<file path="src/core/fpc_pkg.sv">
package fpc_pkg;
	localparam int unsigned ADDR_W = 16;
	localparam int unsigned DATA_W = 32;
	localparam int unsigned IDX_W = 14;
	// register index; byte address is four times the index
	localparam logic [13:0] IDX_CTL = 14'h0ff8;
	localparam logic [13:0] IDX_PAGE = 14'h0ff9;
	localparam logic [13:0] IDX_PADDR = 14'h0ffc;
	localparam logic [13:0] IDX_PDATA = 14'h0ffd;
	// command bytes written to the control register
	localparam logic [7:0] CMD_UNLOCK1 = 8'h73;
	localparam logic [7:0] CMD_UNLOCK2 = 8'h8c;
	localparam logic [7:0] CMD_SPR_SEL = 8'h5e;
	localparam logic [7:0] CMD_PAGE_ERASE = 8'h95;
	localparam logic [7:0] CMD_MASS_ERASE = 8'h63;
	// controller state codes as read back
	localparam logic [5:0] ST_LOCKED = 6'h00;
	localparam logic [5:0] ST_FIRST = 6'h01;
	localparam logic [5:0] ST_SECOND = 6'h02;
	localparam logic [5:0] ST_UNLOCKED = 6'h03;
	localparam logic [5:0] ST_SPR = 6'h04;
	localparam logic [5:0] ST_PROG = 6'h08;
	localparam logic [5:0] ST_PERASE = 6'h10;
	localparam logic [5:0] ST_MERASE = 6'h20;
	localparam int unsigned PAGE_BITS = 7;
	localparam int unsigned PAGE_OFS_BITS = 9;
	localparam int unsigned SECTORS = 8;
	localparam logic [15:0] OPT_ADDR = 16'h0000;
	localparam logic [7:0] PAGE_SEL_RESET = 8'h00;
	localparam logic [7:0] SPR_RESET = 8'h00;
	localparam logic [7:0] OPT_RESET = 8'hff;
	localparam logic [1:0] RESP_OKAY = 2'h0;
	localparam logic [1:0] RESP_SLVERR = 2'h2;

	typedef enum logic [7:0] {
		C_LOCKED = 8'b0000_0001,
		C_FIRST = 8'b0000_0010,
		C_SECOND = 8'b0000_0100,
		C_UNLOCKED = 8'b0000_1000,
		C_SPR = 8'b0001_0000,
		C_PROG = 8'b0010_0000,
		C_PERASE = 8'b0100_0000,
		C_MERASE = 8'b1000_0000
	} fpc_ctl_e;

	typedef enum logic [2:0] {
		O_FETCH = 3'b001,
		O_WAIT = 3'b010,
		O_DONE = 3'b100
	} fpc_opt_e;

	typedef struct packed {
		logic info_sel;
		logic [6:0] page;
	} fpc_page_s;

	typedef struct packed {
		logic wdt_irq_mode;
		logic wdt_at_reset;
		logic read_prot_n;
		logic prog_prot_n;
		logic vbo_stop_on;
		logic rsvd;
		logic [1:0] osc_mode;
	} fpc_opt_s;

	typedef struct packed {
		logic rd;
		logic prog;
		logic page_erase;
		logic mass_erase;
		logic info_sel;
		logic [15:0] addr;
		logic [7:0] wdata;
	} fpc_flash_req_s;
endpackage

</file>
<file path="src/core/fpc_flash_ctl.sv">
// What this block does
// - erase never covers less than one 512-byte page
// - eight sectors, each protectable against program/erase
// - state reads locked, first, second, unlocked codes
// - state reads 00_0100 while sector protect selected
// - busy codes for program, page and mass erase
// - page erase blanks every byte of selected page
// - page select hidden while sector protect selected
// - info select bit maps info area at top
// - page field drives flash address bits 15 to 9
// - any of 128 pages selectable as target
// - processor bus and debug port both program flash
// - option byte reloaded from flash on every reset
// - option changes act only after next reset
// - processor held in reset until options loaded
// - option configuration not reachable by software
// - options steer watchdog, protection, brownout, oscillator
// - user options come from flash byte 0000H
`timescale 1ns/10ps
`default_nettype none
module fpc_flash_ctl #(
	parameter int unsigned PROG_CYCLES = 16,
	parameter int unsigned PAGE_ERASE_CYCLES = 64,
	parameter int unsigned MASS_ERASE_CYCLES = 256,
	parameter int unsigned OPT_READ_CYCLES = 2
) (
	// clock and reset
	input wire logic aclk,
	input wire logic aresetn,
	// axi4-lite register slave
	input wire logic [fpc_pkg::ADDR_W-1:0] s_axi_awaddr,
	input wire logic [2:0] s_axi_awprot,
	input wire logic s_axi_awvalid,
	output logic s_axi_awready,
	input wire logic [fpc_pkg::DATA_W-1:0] s_axi_wdata,
	input wire logic [3:0] s_axi_wstrb,
	input wire logic s_axi_wvalid,
	output logic s_axi_wready,
	output logic [1:0] s_axi_bresp,
	output logic s_axi_bvalid,
	input wire logic s_axi_bready,
	input wire logic [fpc_pkg::ADDR_W-1:0] s_axi_araddr,
	input wire logic [2:0] s_axi_arprot,
	input wire logic s_axi_arvalid,
	output logic s_axi_arready,
	output logic [fpc_pkg::DATA_W-1:0] s_axi_rdata,
	output logic [1:0] s_axi_rresp,
	output logic s_axi_rvalid,
	input wire logic s_axi_rready,
	// debug port register writes
	input wire logic dbg_wr_valid,
	input wire logic [fpc_pkg::IDX_W-1:0] dbg_wr_index,
	input wire logic [fpc_pkg::DATA_W-1:0] dbg_wr_data,
	output logic dbg_wr_ready,
	// flash array
	output fpc_pkg::fpc_flash_req_s flash_req,
	input wire logic [7:0] flash_rdata,
	// reset sources and option configuration
	input wire logic stop_recover,
	output fpc_pkg::fpc_opt_s opt_cfg,
	output logic cpu_reset_n
);
	localparam logic [15:0] PROG_LOAD = 16'(PROG_CYCLES - 1);
	localparam logic [15:0] PERASE_LOAD = 16'(PAGE_ERASE_CYCLES - 1);
	localparam logic [15:0] MERASE_LOAD = 16'(MASS_ERASE_CYCLES - 1);
	localparam logic [7:0] OPT_LOAD = 8'(OPT_READ_CYCLES - 1);

	function automatic logic [5:0] state_code(input fpc_pkg::fpc_ctl_e s);
		unique case (s)
			fpc_pkg::C_LOCKED: state_code = fpc_pkg::ST_LOCKED;
			fpc_pkg::C_FIRST: state_code = fpc_pkg::ST_FIRST;
			fpc_pkg::C_SECOND: state_code = fpc_pkg::ST_SECOND;
			fpc_pkg::C_UNLOCKED: state_code = fpc_pkg::ST_UNLOCKED;
			fpc_pkg::C_SPR: state_code = fpc_pkg::ST_SPR;
			fpc_pkg::C_PROG: state_code = fpc_pkg::ST_PROG;
			fpc_pkg::C_PERASE: state_code = fpc_pkg::ST_PERASE;
			fpc_pkg::C_MERASE: state_code = fpc_pkg::ST_MERASE;
			default: state_code = fpc_pkg::ST_LOCKED;
		endcase
	endfunction

	function automatic logic mapped(input logic [fpc_pkg::IDX_W-1:0] idx);
		mapped = idx == fpc_pkg::IDX_CTL || idx == fpc_pkg::IDX_PAGE ||
			idx == fpc_pkg::IDX_PADDR || idx == fpc_pkg::IDX_PDATA;
	endfunction

	fpc_pkg::fpc_ctl_e state;
	fpc_pkg::fpc_ctl_e next_state;
	fpc_pkg::fpc_opt_e opt_state;
	fpc_pkg::fpc_page_s page_sel;
	logic [fpc_pkg::SECTORS-1:0] sect_prot;
	logic [fpc_pkg::PAGE_OFS_BITS-1:0] prog_ofs;
	logic [15:0] op_cnt;
	logic [7:0] opt_cnt;
	logic aw_held;
	logic w_held;
	logic [fpc_pkg::IDX_W-1:0] aw_idx;
	logic [fpc_pkg::DATA_W-1:0] w_data;
	logic w_lane0;
	logic bus_wr;
	logic wr_fire;
	logic [fpc_pkg::IDX_W-1:0] wr_idx;
	logic [fpc_pkg::DATA_W-1:0] wr_data;
	logic [7:0] wr_byte;
	logic is_ctl;
	logic is_page;
	logic busy;
	logic op_done;
	logic op_start;
	logic page_ok;
	logic mass_ok;
	logic [fpc_pkg::IDX_W-1:0] ar_idx;

	// axi write side: address and data are caught independently
	assign s_axi_awready = !aw_held;
	assign s_axi_wready = !w_held;
	assign bus_wr = aw_held && w_held && !s_axi_bvalid;

	always_ff @(posedge aclk) begin
		if (!aresetn) begin
			aw_held <= 1'b0;
			aw_idx <= '0;
		end else if (s_axi_awvalid && s_axi_awready) begin
			aw_held <= 1'b1;
			aw_idx <= s_axi_awaddr[fpc_pkg::ADDR_W-1:2];
		end else if (bus_wr) begin
			aw_held <= 1'b0;
		end
	end

	always_ff @(posedge aclk) begin
		if (!aresetn) begin
			w_held <= 1'b0;
			w_data <= '0;
			w_lane0 <= 1'b0;
		end else if (s_axi_wvalid && s_axi_wready) begin
			w_held <= 1'b1;
			w_data <= s_axi_wdata;
			w_lane0 <= s_axi_wstrb[0];
		end else if (bus_wr) begin
			w_held <= 1'b0;
		end
	end

	always_ff @(posedge aclk) begin
		if (!aresetn) begin
			s_axi_bvalid <= 1'b0;
			s_axi_bresp <= fpc_pkg::RESP_OKAY;
		end else if (bus_wr) begin
			s_axi_bvalid <= 1'b1;
			s_axi_bresp <= mapped(aw_idx) ? fpc_pkg::RESP_OKAY : fpc_pkg::RESP_SLVERR;
		end else if (s_axi_bready) begin
			s_axi_bvalid <= 1'b0;
		end
	end

	// the bus wins a clash; the debug port simply waits one cycle
	assign dbg_wr_ready = !bus_wr;
	assign wr_fire = (bus_wr && w_lane0) || (dbg_wr_valid && !bus_wr);
	assign wr_idx = bus_wr ? aw_idx : dbg_wr_index;
	assign wr_data = bus_wr ? w_data : dbg_wr_data;
	assign wr_byte = wr_data[7:0];
	assign is_ctl = wr_fire && wr_idx == fpc_pkg::IDX_CTL;
	assign is_page = wr_fire && wr_idx == fpc_pkg::IDX_PAGE;

	// axi read side; option configuration has no index at all
	assign s_axi_arready = !s_axi_rvalid;
	assign ar_idx = s_axi_araddr[fpc_pkg::ADDR_W-1:2];

	always_ff @(posedge aclk) begin
		if (!aresetn) begin
			s_axi_rvalid <= 1'b0;
			s_axi_rdata <= '0;
			s_axi_rresp <= fpc_pkg::RESP_OKAY;
		end else if (s_axi_arvalid && s_axi_arready) begin
			s_axi_rvalid <= 1'b1;
			s_axi_rresp <= mapped(ar_idx) ? fpc_pkg::RESP_OKAY : fpc_pkg::RESP_SLVERR;
			s_axi_rdata <= '0;
			if (ar_idx == fpc_pkg::IDX_CTL) begin
				s_axi_rdata[5:0] <= state_code(state);
			end else if (ar_idx == fpc_pkg::IDX_PAGE) begin
				s_axi_rdata[7:0] <= (state == fpc_pkg::C_SPR) ? sect_prot : page_sel;
			end else if (ar_idx == fpc_pkg::IDX_PADDR) begin
				s_axi_rdata[fpc_pkg::PAGE_OFS_BITS-1:0] <= prog_ofs;
			end
		end else if (s_axi_rready) begin
			s_axi_rvalid <= 1'b0;
		end
	end

	// sixteen pages to a sector: the top three page bits pick the sector
	assign page_ok = !sect_prot[page_sel.page[6:4]] && opt_cfg.prog_prot_n;
	assign mass_ok = sect_prot == '0 && opt_cfg.prog_prot_n;
	assign busy = state == fpc_pkg::C_PROG || state == fpc_pkg::C_PERASE ||
		state == fpc_pkg::C_MERASE;
	assign op_done = busy && op_cnt == '0;

	always_comb begin
		next_state = state;
		unique case (state)
			fpc_pkg::C_LOCKED: begin
				if (is_ctl && wr_byte == fpc_pkg::CMD_UNLOCK1) begin
					next_state = fpc_pkg::C_FIRST;
				end
			end
			fpc_pkg::C_FIRST: begin
				if (is_ctl && wr_byte == fpc_pkg::CMD_UNLOCK2) begin
					next_state = fpc_pkg::C_SECOND;
				end else if (wr_fire) begin
					next_state = fpc_pkg::C_LOCKED;
				end
			end
			fpc_pkg::C_SECOND: begin
				if (is_page) begin
					next_state = fpc_pkg::C_UNLOCKED;
				end else if (wr_fire) begin
					next_state = fpc_pkg::C_LOCKED;
				end
			end
			fpc_pkg::C_UNLOCKED: begin
				if (is_ctl) begin
					if (wr_byte == fpc_pkg::CMD_SPR_SEL) begin
						next_state = fpc_pkg::C_SPR;
					end else if (wr_byte == fpc_pkg::CMD_PAGE_ERASE && page_ok) begin
						next_state = fpc_pkg::C_PERASE;
					end else if (wr_byte == fpc_pkg::CMD_MASS_ERASE && mass_ok) begin
						next_state = fpc_pkg::C_MERASE;
					end else begin
						next_state = fpc_pkg::C_LOCKED;
					end
				end else if (wr_fire && wr_idx == fpc_pkg::IDX_PDATA && page_ok) begin
					next_state = fpc_pkg::C_PROG;
				end
			end
			fpc_pkg::C_SPR: begin
				if (is_page) begin
					next_state = fpc_pkg::C_UNLOCKED;
				end else if (is_ctl) begin
					next_state = fpc_pkg::C_LOCKED;
				end
			end
			fpc_pkg::C_PROG: begin
				if (op_done) begin
					next_state = fpc_pkg::C_UNLOCKED;
				end
			end
			fpc_pkg::C_PERASE, fpc_pkg::C_MERASE: begin
				if (op_done) begin
					next_state = fpc_pkg::C_LOCKED;
				end
			end
			default: next_state = fpc_pkg::C_LOCKED;
		endcase
	end

	assign op_start = !busy && (next_state == fpc_pkg::C_PROG ||
		next_state == fpc_pkg::C_PERASE || next_state == fpc_pkg::C_MERASE);

	always_ff @(posedge aclk) begin
		if (!aresetn) begin
			state <= fpc_pkg::C_LOCKED;
		end else begin
			state <= next_state;
		end
	end

	always_ff @(posedge aclk) begin
		if (!aresetn) begin
			op_cnt <= '0;
		end else if (op_start) begin
			unique case (next_state)
				fpc_pkg::C_PROG: op_cnt <= PROG_LOAD;
				fpc_pkg::C_PERASE: op_cnt <= PERASE_LOAD;
				default: op_cnt <= MERASE_LOAD;
			endcase
		end else if (busy && op_cnt != '0) begin
			op_cnt <= op_cnt - 16'h0001;
		end
	end

	// page select is frozen while an operation runs
	always_ff @(posedge aclk) begin
		if (!aresetn) begin
			page_sel <= fpc_pkg::PAGE_SEL_RESET;
			sect_prot <= fpc_pkg::SPR_RESET;
		end else if (is_page && state == fpc_pkg::C_SPR) begin
			sect_prot <= sect_prot | wr_byte;
		end else if (is_page && !busy) begin
			page_sel <= wr_byte;
		end
	end

	always_ff @(posedge aclk) begin
		if (!aresetn) begin
			prog_ofs <= '0;
		end else if (wr_fire && !busy && wr_idx == fpc_pkg::IDX_PADDR) begin
			prog_ofs <= wr_data[fpc_pkg::PAGE_OFS_BITS-1:0];
		end
	end

	// one strobe per operation; the array times the pulse itself
	always_ff @(posedge aclk) begin
		if (!aresetn) begin
			flash_req <= '0;
		end else begin
			flash_req.rd <= opt_state == fpc_pkg::O_FETCH;
			flash_req.prog <= op_start && next_state == fpc_pkg::C_PROG;
			flash_req.page_erase <= op_start && next_state == fpc_pkg::C_PERASE;
			flash_req.mass_erase <= op_start && next_state == fpc_pkg::C_MERASE;
			if (opt_state == fpc_pkg::O_FETCH) begin
				flash_req.addr <= fpc_pkg::OPT_ADDR;
				flash_req.info_sel <= 1'b0;
			end else if (op_start) begin
				flash_req.info_sel <= page_sel.info_sel;
				flash_req.addr <= {page_sel.page, next_state == fpc_pkg::C_PROG ?
					prog_ofs : fpc_pkg::PAGE_OFS_BITS'(0)};
				flash_req.wdata <= wr_byte;
			end
		end
	end

	// option load runs after every reset and every stop-mode recovery
	always_ff @(posedge aclk) begin
		if (!aresetn) begin
			opt_state <= fpc_pkg::O_FETCH;
			opt_cnt <= '0;
			opt_cfg <= fpc_pkg::OPT_RESET;
			cpu_reset_n <= 1'b0;
		end else begin
			unique case (opt_state)
				fpc_pkg::O_FETCH: begin
					opt_state <= fpc_pkg::O_WAIT;
					opt_cnt <= OPT_LOAD;
				end
				fpc_pkg::O_WAIT: begin
					if (opt_cnt == '0) begin
						opt_state <= fpc_pkg::O_DONE;
						opt_cfg <= flash_rdata;
						cpu_reset_n <= 1'b1;
					end else begin
						opt_cnt <= opt_cnt - 8'h01;
					end
				end
				fpc_pkg::O_DONE: begin
					if (stop_recover) begin
						opt_state <= fpc_pkg::O_FETCH;
						cpu_reset_n <= 1'b0;
					end
				end
			endcase
		end
	end
endmodule
`default_nettype wire

</file>
<file path="config.mk">
export PLATFORM = sky130hd
export DESIGN_NAME = fpc_flash_ctl
export DESIGN_NICKNAME = d
export VERILOG_FILES = /design/src/core/fpc_pkg.sv /design/src/core/fpc_flash_ctl.sv
export SDC_FILE = /design/constraint.sdc
export NUM_CORES = 1
export LEC_CHECK = 0
export ABC_AREA = 0
export BUFFER_PORTS_ARGS = -buffer_cell sky130_fd_sc_hd__buf_2
export CORE_UTILIZATION = 45
export DETAILED_ROUTE_END_ITERATION = 6
export PLACE_DENSITY = 0.72
export SLEW_MARGIN = 20
export SYNTH_ARGS = -nofsm -noshare
export SYNTH_HDL_FRONTEND = slang
export SYNTH_SLANG_ARGS = --single-unit
</file>
<file path="constraint.sdc">
create_clock -name aclk -period 3.9 [get_ports aclk]
set_input_delay 0.195 -clock aclk [delete_from_list [all_inputs] [get_ports aclk]]
set_output_delay 0.195 -clock aclk [all_outputs]
set_load 0.01 [all_outputs]
</file>
==> reports/results.txt, run 1 <==
Outcome -> complete, no violations
Max VDD drop -> 298 µV
Clk Latency, worst-skew pair -> 420 ps
Final wirelength -> 16.6 mm
Worst setup path start -> op_cnt[0]$_SDFFE_PN0P_
Slew Viols, Final -> 0
IO Pins -> 217
Worst min path class -> input port to flop
Pwr Density -> 457 mW/mm²
Reg area -> 0.00274 mm²
Unique cell type count in the Yosys netlist -> 72
Mean Syn Cell Area -> 8.24 µm²
PortBufs -> 132
Root buf cell -> clkbuf_16
Tmin final -> 3540 ps
FF-to-FF path depth -> 10
Unrepaired setup endpoints after global routing -> no
Via density -> 5.35
Clk buf depth -> 2
Launching point of the worst reg2reg path -> op_cnt[0]$_SDFFE_PN0P_
All-layer global routing usage -> 0.222
Flops & latches, synth -> 137
Rel. slew slack -> 0.342
N_diodes -> 0
Fmax achieved -> 283 MHz
Sequential area share after synthesis -> 0.411
Power, Total -> 3720 µW
WHS Endpoint -> aw_idx[2]$_SDFFE_PN0P_
TNS Setup -> 0 ps
CTS Hold Buffers Added -> 11
Vias in the first global route -> 5299
Top_reg_cell synth -> dfxtp_1
Area of the multi-input gates -> 0.00361 mm²
Syn. warnings -> 0
CP Launch Type -> flop
Routed len/inst -> 14.5 µm
Mapped Area -> 0.00667 mm²
Number of detailed-route iterations in the first pass -> 5
H-tree Lvls -> 4
Hold Crit Start -> s_axi_awaddr[4]
Min-Delay Path Depth -> 3
XOR/XNOR share of the synthesized area -> 0.0276
Slowest Stage Delay on Critical Path -> 660 ps
Core Area -> 0.0145 mm²
# rows -> 44
Cts bufs inserted -> 17
Pleak -> 0.00340 µW
Largest net degree at the start of global routing -> 47
DIE HEIGHT -> 124 µm
Fin crit share -> 0.907
CP most frequent cell -> a211oi_4
Post-CTS Setup Inserts -> 0
Mapped Cells -> 809
Clock Skew -> 7.62 ps
Die area -> 0.0153 mm²
Mux cell area share after synthesis -> 0.0852
Crit Path Class -> flop to flop
Hold Fails Final Rpt -> 0
Synth Area in Adders -> 0.00375
Critical-path cell list -> inv_1, ha_1, or3b_1, or4_1, o21a_4, a211oi_4, a31oi_1, a211oi_4, a21oi_4, o21a_1
Post-synthesis async set-or-reset flop share -> 0
TritonCTS clock tree -> built
Crit end category -> flop
Initial antenna violation count -> 0
Vias -> 6109
Worst R2R Setup Slack -> 360 ps
Worst-path maximum fanout -> 27
Reg2reg end -> op_cnt[1]$_SDFFE_PN0P_
Main combinational cell family by area after synthesis -> simple AND/OR/NAND/NOR gates
Post_cts resized -> 0
DRT iter0 DRCs -> 377
HPWL reported at the end of detailed placement -> 12.0 mm
Chip width -> 124 µm
EDFF count, synth -> 0
Worst slew pin tran -> 985 ps
Post-route ant nets -> 0
Nets -> 1083
Post-Synth Simple-Gate Area -> 0.272
Gpl congestion -> 0.879
# fillers -> 1324
Max Cap Violations -> 0
DRC Markers -> 0
Area Growth Syn to Fin -> 22.3%
CTS clock-pin slew for the worst setup and hold paths -> 60 ps
Global-route wire length before repair -> 26.2 mm
TritonCTS Sinks -> 137
Data required, critical path -> 4210 ps
Total grt overflow -> 0
Share of layout cells above drive strength 1 -> 0.215
Starting Density -> 0.460
Slowest-stage cell, CP -> or4_1
Data arrival, critical path -> 3840 ps
Compound-Gate Fraction of Synth Area -> 0.138
Setup-failing EPs final -> 0
[stage by stage]
| step | setup WS (ps) | cell area, µm² | instances | hold WS [ps] | utilization |
|---|---|---|---|---|---|
| 3_3_place_gp | 422 | 7390 | 1098 | 385 | 0.511 |
| 3_5_place_dp | 353 | 7390 | 1098 | 387 | 0.511 |
| 6_report | 364 | 8150 | 1141 | 12.7 | 0.563 |
| 4_1_cts | 356 | 8150 | 1141 | 1.80 | 0.563 |
| 2_1_floorplan | 748 | 6760 | 833 | 294 | - |
| 5_1_grt | 103 | 8150 | 1141 | 5.17 | 0.563 |
[registers in the layout, summed over array words and instances (netlist names), 9 cells and up]
register     flops
aw_idx          14
prog_ofs         9
op_cnt          16
flash_req       29
s_axi_rdata      9
w_data           9
[synth_stat cells (8+ instances only)]
library cell / n / area [µm²]
a21oi_1: 51 / 255
a31oi_1: 12 / 75.1
buf_4: 25 / 188
clkbuf_1: 25 / 93.8
dfxtp_1: 137 / 2740
inv_1: 12 / 45.0
mux2i_1: 50 / 500
nand2_1: 165 / 619
nand4b_1: 8 / 70.1
nor2_1: 90 / 338
nor2b_1: 9 / 56.3
nor3_1: 19 / 95.1
nor3_2: 9 / 90.1
nor3b_1: 9 / 67.6
nor4_1: 10 / 62.6
o21ai_0: 12 / 60.1
o21ai_1: 9 / 45.0
o22ai_1: 10 / 62.6
xnor2_1: 11 / 96.3
xor2_1: 10 / 87.6
[layout make-up]
class / instances / share of cell area
clock buffers: 19 / 0.0556
clock inverters: 13 / 0.0235
inverters: 14 / 0.00645
multi-input cells: 618 / 0.443
flip-flops and latches: 137 / 0.337
well taps: 184 / 0.0283
repair buffers: 156 / 0.107
[where the power goes]
group / internal (µW) / total (µW) / switching (µW)
logic: 194 / 457 / 263
clock network: 1110 / 1740 / 631
registers: 1470 / 1530 / 53.3
total: 2780 / 3720 / 947
[cell families (layout without fill, tap and decap cells)]
logic type               count (synthesis)  in the layout
AO/OA/AOI/OAI                          138            138
XOR/XNOR                                21             21
adder cells (fa/ha/maj)                  2              2
buffers and inverters                   78            202
multiplexers                            55             55
flip-flops                             137            137
other                                    1             25
AND/OR/NAND/NOR                        377            377
[worst max-delay path by stage]
| stage | endpoint | cells after the start | slack [ps] |
|---|---|---|---|
| 2_1_floorplan | op_cnt[1]$_SDFFE_PN0P_ | 12 | 750 |
| 3_5_place_dp | op_cnt[7]$_SDFFE_PN0P_ | 10 | 350 |
| 5_1_grt | op_cnt[7]$_SDFFE_PN0P_ | 10 | 100 |
| 3_3_place_gp | op_cnt[7]$_SDFFE_PN0P_ | 10 | 420 |
| 6_report | op_cnt[1]$_SDFFE_PN0P_ | 10 | 360 |
| 4_1_cts | op_cnt[1]$_SDFFE_PN0P_ | 10 | 360 |
[worst max-delay path: cells and delay by family, from the launching register on]
kind	cells	cell delay, ps
flops	1	330
fa+ha+maj	1	150
simple gates	2	1080
compound gates	6	1800
buf+inv	1	60
[layer usage]
layer / global-route usage / up-vias / part of all wire
li1: - / 3035 / -
met1: 0.286 / 2901 / 0.45
met2: 0.367 / 150 / 0.49
met3: 0.0430 / 23 / 0.040
met4: 0.0813 / 0 / 0.018
met5: 0 / - / 0
[cell usage in the layout (no fill, tap or decap), types with 5 or more instances in the layout]
cell type	synthesis	layout
a21oi_1	51	51
a22oi_1	7	7
a31oi_1	12	12
and2_1	7	7
buf_2	5	132
buf_4	25	13
clkbuf_16	0	17
conb_1	1	25
dfxtp_1	137	137
dlygate4sd3_1	0	11
inv_1	12	12
mux2i_1	50	50
nand2_1	165	165
nand3_1	7	7
nand3b_1	5	5
nand4b_1	8	8
nor2_1	90	90
nor2b_1	9	9
nor3_1	19	19
nor3_2	9	9
nor3b_1	9	9
nor4_1	10	10
o21ai_0	12	12
o21ai_1	9	9
o22ai_1	10	10
or3_1	5	5
or4_1	6	6
xnor2_1	11	11
xor2_1	10	10
No activity file was read; power rests on OpenSTA's default activity.
==> run 2: changes to the inputs <==
Settings changed: CORE_ASPECT_RATIO from default to 0.7.
==> run 2 against run 1 <==
Compared with the run above:
- the run now ends with design-rule violations left
- global-route usage fell by 0.15 points
- first-iteration DRC count is 4.8% lower
- sequential power about the same
- clock skew rose by 4.4 ps
- core utilization rose by 1.2 points
- largest cell class unchanged
==> reports/results.txt, run 2 (synthesis gave the netlist of run 1 again) <==
DRT iter0 DRCs -> 359
Crit end category -> flop
Area of the multi-input gates -> 0.00361 mm²
Vias in the first global route -> 5510
DRC Markers -> 2
Starting Density -> 0.470
Setup-failing EPs final -> 0
Finished Core Util -> 0.575
Core Area -> 0.0142 mm²
Commonest cells after routing, fill and taps aside -> nand2_1 (165), dfxtp_1 (137), buf_2 (132)
Rel. slew slack -> 0.328
Largest Register -> flash_req
Power, Total -> 3580 µW
Worst setup path start -> state[7]$_SDFF_PN0_
Clk Latency, worst-skew pair -> 430 ps
Worst-path maximum fanout -> 27
Outcome -> finished with violations
# rows -> 36
Pleak -> 0.00342 µW
Post-route ant nets -> 0
Worst R2R Setup Slack -> 240 ps
Max VDD drop -> 254 µV
Clock Skew -> 12.1 ps
# fillers -> 1303
Data required, critical path -> 4250 ps
Share of layout cells above drive strength 1 -> 0.218
Worst min path class -> input port to flop
PortBufs -> 132
TritonCTS clock tree -> built
H-tree Lvls -> 4
Clk buf depth -> 2
Slew Viols, Final -> 0
Commonest non-fill, non-tap cell in the layout -> nand2_1
Global-route wire length before repair -> 27.1 mm
Area Growth Syn to Fin -> 22.4%
Slowest Stage Delay on Critical Path -> 820 ps
All-layer global routing usage -> 0.221
N_diodes -> 0
Total grt overflow -> 0
Pwr Density -> 439 mW/mm²
Max Cap Violations -> 0
Initial antenna violation count -> 0
Vias -> 6031
Data arrival, critical path -> 4010 ps
Failing checks -> design-rule violations
Largest net degree at the start of global routing -> 72
Cts bufs inserted -> 17
Gpl congestion -> 0.885
Via density -> 5.23
Nets -> 1090
Fin crit share -> 0.939
Reg area -> 0.00274 mm²
Unrepaired setup endpoints after global routing -> no
Tmin final -> 3660 ps
Chip width -> 147 µm
Min-Delay Path Depth -> 3
Launching point of the worst reg2reg path -> state[7]$_SDFF_PN0_
Worst slew pin tran -> 1010 ps
Largest register FFs -> 29
IO Pins -> 217
Hold Fails Final Rpt -> 0
Die area -> 0.0153 mm²
CTS clock-pin slew for the worst setup and hold paths -> 60 ps
Final wirelength -> 16.8 mm
CP Launch Type -> flop
Largest regs -> flash_req x29, op_cnt x16, aw_idx x14
Post-CTS Setup Inserts -> 0
Fmax achieved -> 273 MHz
Critical-path cell list -> nor4_1, nand4b_1, o41a_1, a31oi_1, a211oi_4, a21oi_4, mux2i_1
FF-to-FF path depth -> 7
HPWL reported at the end of detailed placement -> 11.7 mm
Crit Path Class -> flop to flop
TritonCTS Sinks -> 137
Slowest-stage cell, CP -> a21oi_4
Hold Crit Start -> s_axi_wdata[3]
Routed len/inst -> 14.6 µm
TNS Setup -> 0 ps
Number of detailed-route iterations in the first pass -> 7
Root buf cell -> clkbuf_16
DIE HEIGHT -> 104 µm
-- run 2: cell types whose count changed in the layout (fill, tap and decap cells not counted) --
cell,change
buf_4,+4
bufinv_16,-3
clkinv_4,+2
clkinvlp_4,-2
dlygate4sd3_1,+3
inv_6,+2
inv_8,+1
-- run 2: critical path, delay by kind of cell, from the launching register on --
family / cells / cell delay [ps]
and+or+nand+nor: 2 / 1040
DFF: 1 / 400
muxes: 1 / 280
AOI/OAI and AO/OA: 4 / 1860
-- run 2: area by class of cell --
class                      instances  area share
clock inverter                    13      0.0163
sequential                       137       0.336
timing repair buffer             163       0.114
inverter                          14     0.00644
multi-input combinational        618       0.443
clock buffer                      19      0.0555
tap                              190      0.0291
-- run 2: layer usage --
layer	vias to the layer above	global-route usage	share of wire
met5	-	0	0
met1	2766	0.303	0.48
met3	30	0.0427	0.054
met2	180	0.342	0.45
li1	3055	-	-
met4	0	0.0788	0.014
-- run 2: repair_timing --
item,in CTS,in global routing
hold endpoints to repair,14,0
hold buffers,14,0
resized for setup,0,0
-- run 2: report_power, final --
part / internal (µW) / switching [µW] / total (µW)
combinational: 196 / 262 / 459
sequential: 1470 / 52.3 / 1520
clock: 928 / 670 / 1600
total: 2600 / 985 / 3580
-- run 2: worst paths after layout --
path | end
setup / recovery | flash_req[22]$_SDFFE_PP0P_
setup reg to reg | flash_req[22]$_SDFFE_PP0P_
hold / removal | w_data[3]$_SDFFE_PN0P_
hold reg to reg | flash_req[12]$_SDFFE_PP0P_
-- run 2: per-stage QoR --
stage | area [µm²] | hold WS [ps] | worst slack (ps) | std cells
floorplan | 6760 | 294 | 748 | 833
global placement | 7430 | 379 | 469 | 1108
detailed placement | 7430 | 383 | 426 | 1108
CTS | 8160 | 0.994 | 253 | 1154
global route | 8160 | 20.0 | 19.7 | 1154
finish | 8160 | 7.55 | 236 | 1154
==> run 3: changes to the inputs <==
Settings changed: HOLD_SLACK_MARGIN from default to 0.12.
==> run 3 against run 2 <==
Compared with the run above:
- the run now ends clean
- clock-buffer cell count stayed put
- critical endpoint unchanged
- final area up 2.9%
- non-clock buffer count up 24
- hold slack better by 170 ps
- highest routed layer unchanged
- routed wire length is 2.2% higher
- maximum frequency is 1.2% lower
- via count increased by 2.2%
- register-to-register slack lost 40 ps
- global-route usage rose by 0.50 points
- core utilization increased by 1.7 points
- sequential share of layout area decreased by 0.96 points
==> reports/results.txt, run 3 (synthesis gave the netlist of run 1 again) <==
Max VDD drop -> 254 µV
Max Cap Violations -> 0
Vias in the first global route -> 5634
PortBufs -> 132
Largest register FFs -> 29
Reg power frac -> 0.424
All-layer global routing usage -> 0.226
Pwr Density -> 429 mW/mm²
Worst slew pin tran -> 1000 ps
Commonest cells after routing, fill and taps aside -> nand2_1 (165), dfxtp_1 (137), buf_2 (132)
Global-route wire length before repair -> 27.8 mm
Inst Count DP -> 1108
Cts bufs inserted -> 17
Post-CTS Setup Inserts -> 0
Total grt overflow -> 0
# rows -> 36
Chip width -> 147 µm
Root buf cell -> clkbuf_16
Cell Area, Placed -> 0.00743 mm²
Post_cts resized -> 0
Initial antenna violation count -> 0
Switch share -> 0.274
DRT iter0 DRCs -> 334
Worst-path maximum fanout -> 27
Clock Skew -> 14.0 ps
Post-route ant nets -> 0
Data required, critical path -> 4250 ps
IO Pins -> 217
Fmax achieved -> 270 MHz
TNS Setup -> 0 ps
Internal power -> 2610 µW
DIE HEIGHT -> 104 µm
Vias -> 6163
Outcome -> complete, no violations
# fillers -> 1277
Data arrival, critical path -> 4050 ps
CTS clock-pin slew for the worst setup and hold paths -> 60 ps
Logic pwr share -> 0.133
Rel. slew slack -> 0.329
Die area -> 0.0153 mm²
Layout Cells excl Fill -> 1178
Area Growth Syn to Fin -> 26.0%
Share of layout cells above drive strength 1 -> 0.213
Nets -> 1114
Largest Register -> flash_req
N_diodes -> 0
Setup-failing EPs final -> 0
Hold Fails Final Rpt -> 0
Routed len/inst -> 14.6 µm
Final wirelength -> 17.2 mm
Commonest non-fill, non-tap cell in the layout -> nand2_1
Finished Cell Area -> 0.00840 mm²
Power, Total -> 3600 µW
HPWL reported at the end of detailed placement -> 11.7 mm
Clk Latency, worst-skew pair -> 420 ps
Starting Density -> 0.470
Slew Viols, Final -> 0
Via density -> 5.23
TritonCTS clock tree -> built
Worst min path class -> input port to flop
Crit Path Class -> flop to flop
H-tree Lvls -> 4
Number of detailed-route iterations in the first pass -> 6
Gpl congestion -> 0.885
Largest net degree at the start of global routing -> 72
CP Launch Type -> flop
Fin crit share -> 0.951
Pleak -> 0.00352 µW
Largest regs -> flash_req x29, op_cnt x16, aw_idx x14
Crit end category -> flop
Unrepaired setup endpoints after global routing -> no
Switching Power -> 987 µW
Clk buf depth -> 2
DRC Markers -> 0
Tmin final -> 3710 ps
Core Area -> 0.0142 mm²
TritonCTS Sinks -> 137
Clk pwr share -> 0.443
==> run 3: cell count changes in the layout (fill, tap and decap cells not counted), sizes merged <==
cell | before | now
dlygate4sd3 | 14 | 38
==> run 3: final timing paths <==
check | cells after the start | from | to | slack (ps)
min reg2reg | 2 | flash_req[12]$_SDFFE_PP0P_ | flash_req[12]$_SDFFE_PP0P_ | 450
min | 5 | dbg_wr_data[8] | prog_ofs[8]$_SDFFE_PN0P_ | 170
max | 7 | state[7]$_SDFF_PN0_ | flash_req[22]$_SDFFE_PP0P_ | 190
max reg2reg | 7 | state[7]$_SDFF_PN0_ | flash_req[22]$_SDFFE_PP0P_ | 190
==> run 3: critical path, cell delays in order (launching register included) <==
cell      delay (ps)
dfxtp_1          400
nor4_1           580
nand4b_1         500
o41a_1           520
a31oi_1          390
a211oi_4         120
a21oi_4          820
mux2i_1          280
==> run 3: metal layers <==
layer,share of wire,global-route usage
met3,0.052,0.0427
met5,0,0
met4,0.013,0.0781
met1,0.48,0.309
met2,0.46,0.353
==> run 3: what timing repair did <==
item | in CTS | in global routing
hold endpoints to repair | 38 | 0
endpoints found under the setup margin | 0 | 0
hold buffers | 38 | 0
==> run 3: final cells by class <==
cell class                 instances  area [µm²]  share of cell area
multi-input combinational        618        3610               0.430
sequential                       137        2740               0.327
timing repair buffer             187        1170               0.139
clock buffer                      19         453              0.0539
tap                              190         238              0.0283
clock inverter                    13         133              0.0158
inverter                          14        52.6             0.00626
==> run 3: power by group through the flow <==
stage / Sequential (µW) / Clock (µW) / Combinational, µW
after floorplan: 1550 / 0 / 320
after global placement: 1550 / 0 / 441
after global routing: 1530 / 1670 / 534
after CTS: 1520 / 1620 / 477
final: 1520 / 1600 / 479
after detailed placement: 1550 / 0 / 445
==> run 3: metrics by stage <==
step,util,hold WS [ps],setup slack [ps]
after floorplan,-,294,748
after global placement,0.524,379,469
after detailed placement,0.524,383,426
after CTS,0.592,181,253
after global routing,0.592,214,19.7
final,0.592,173,192
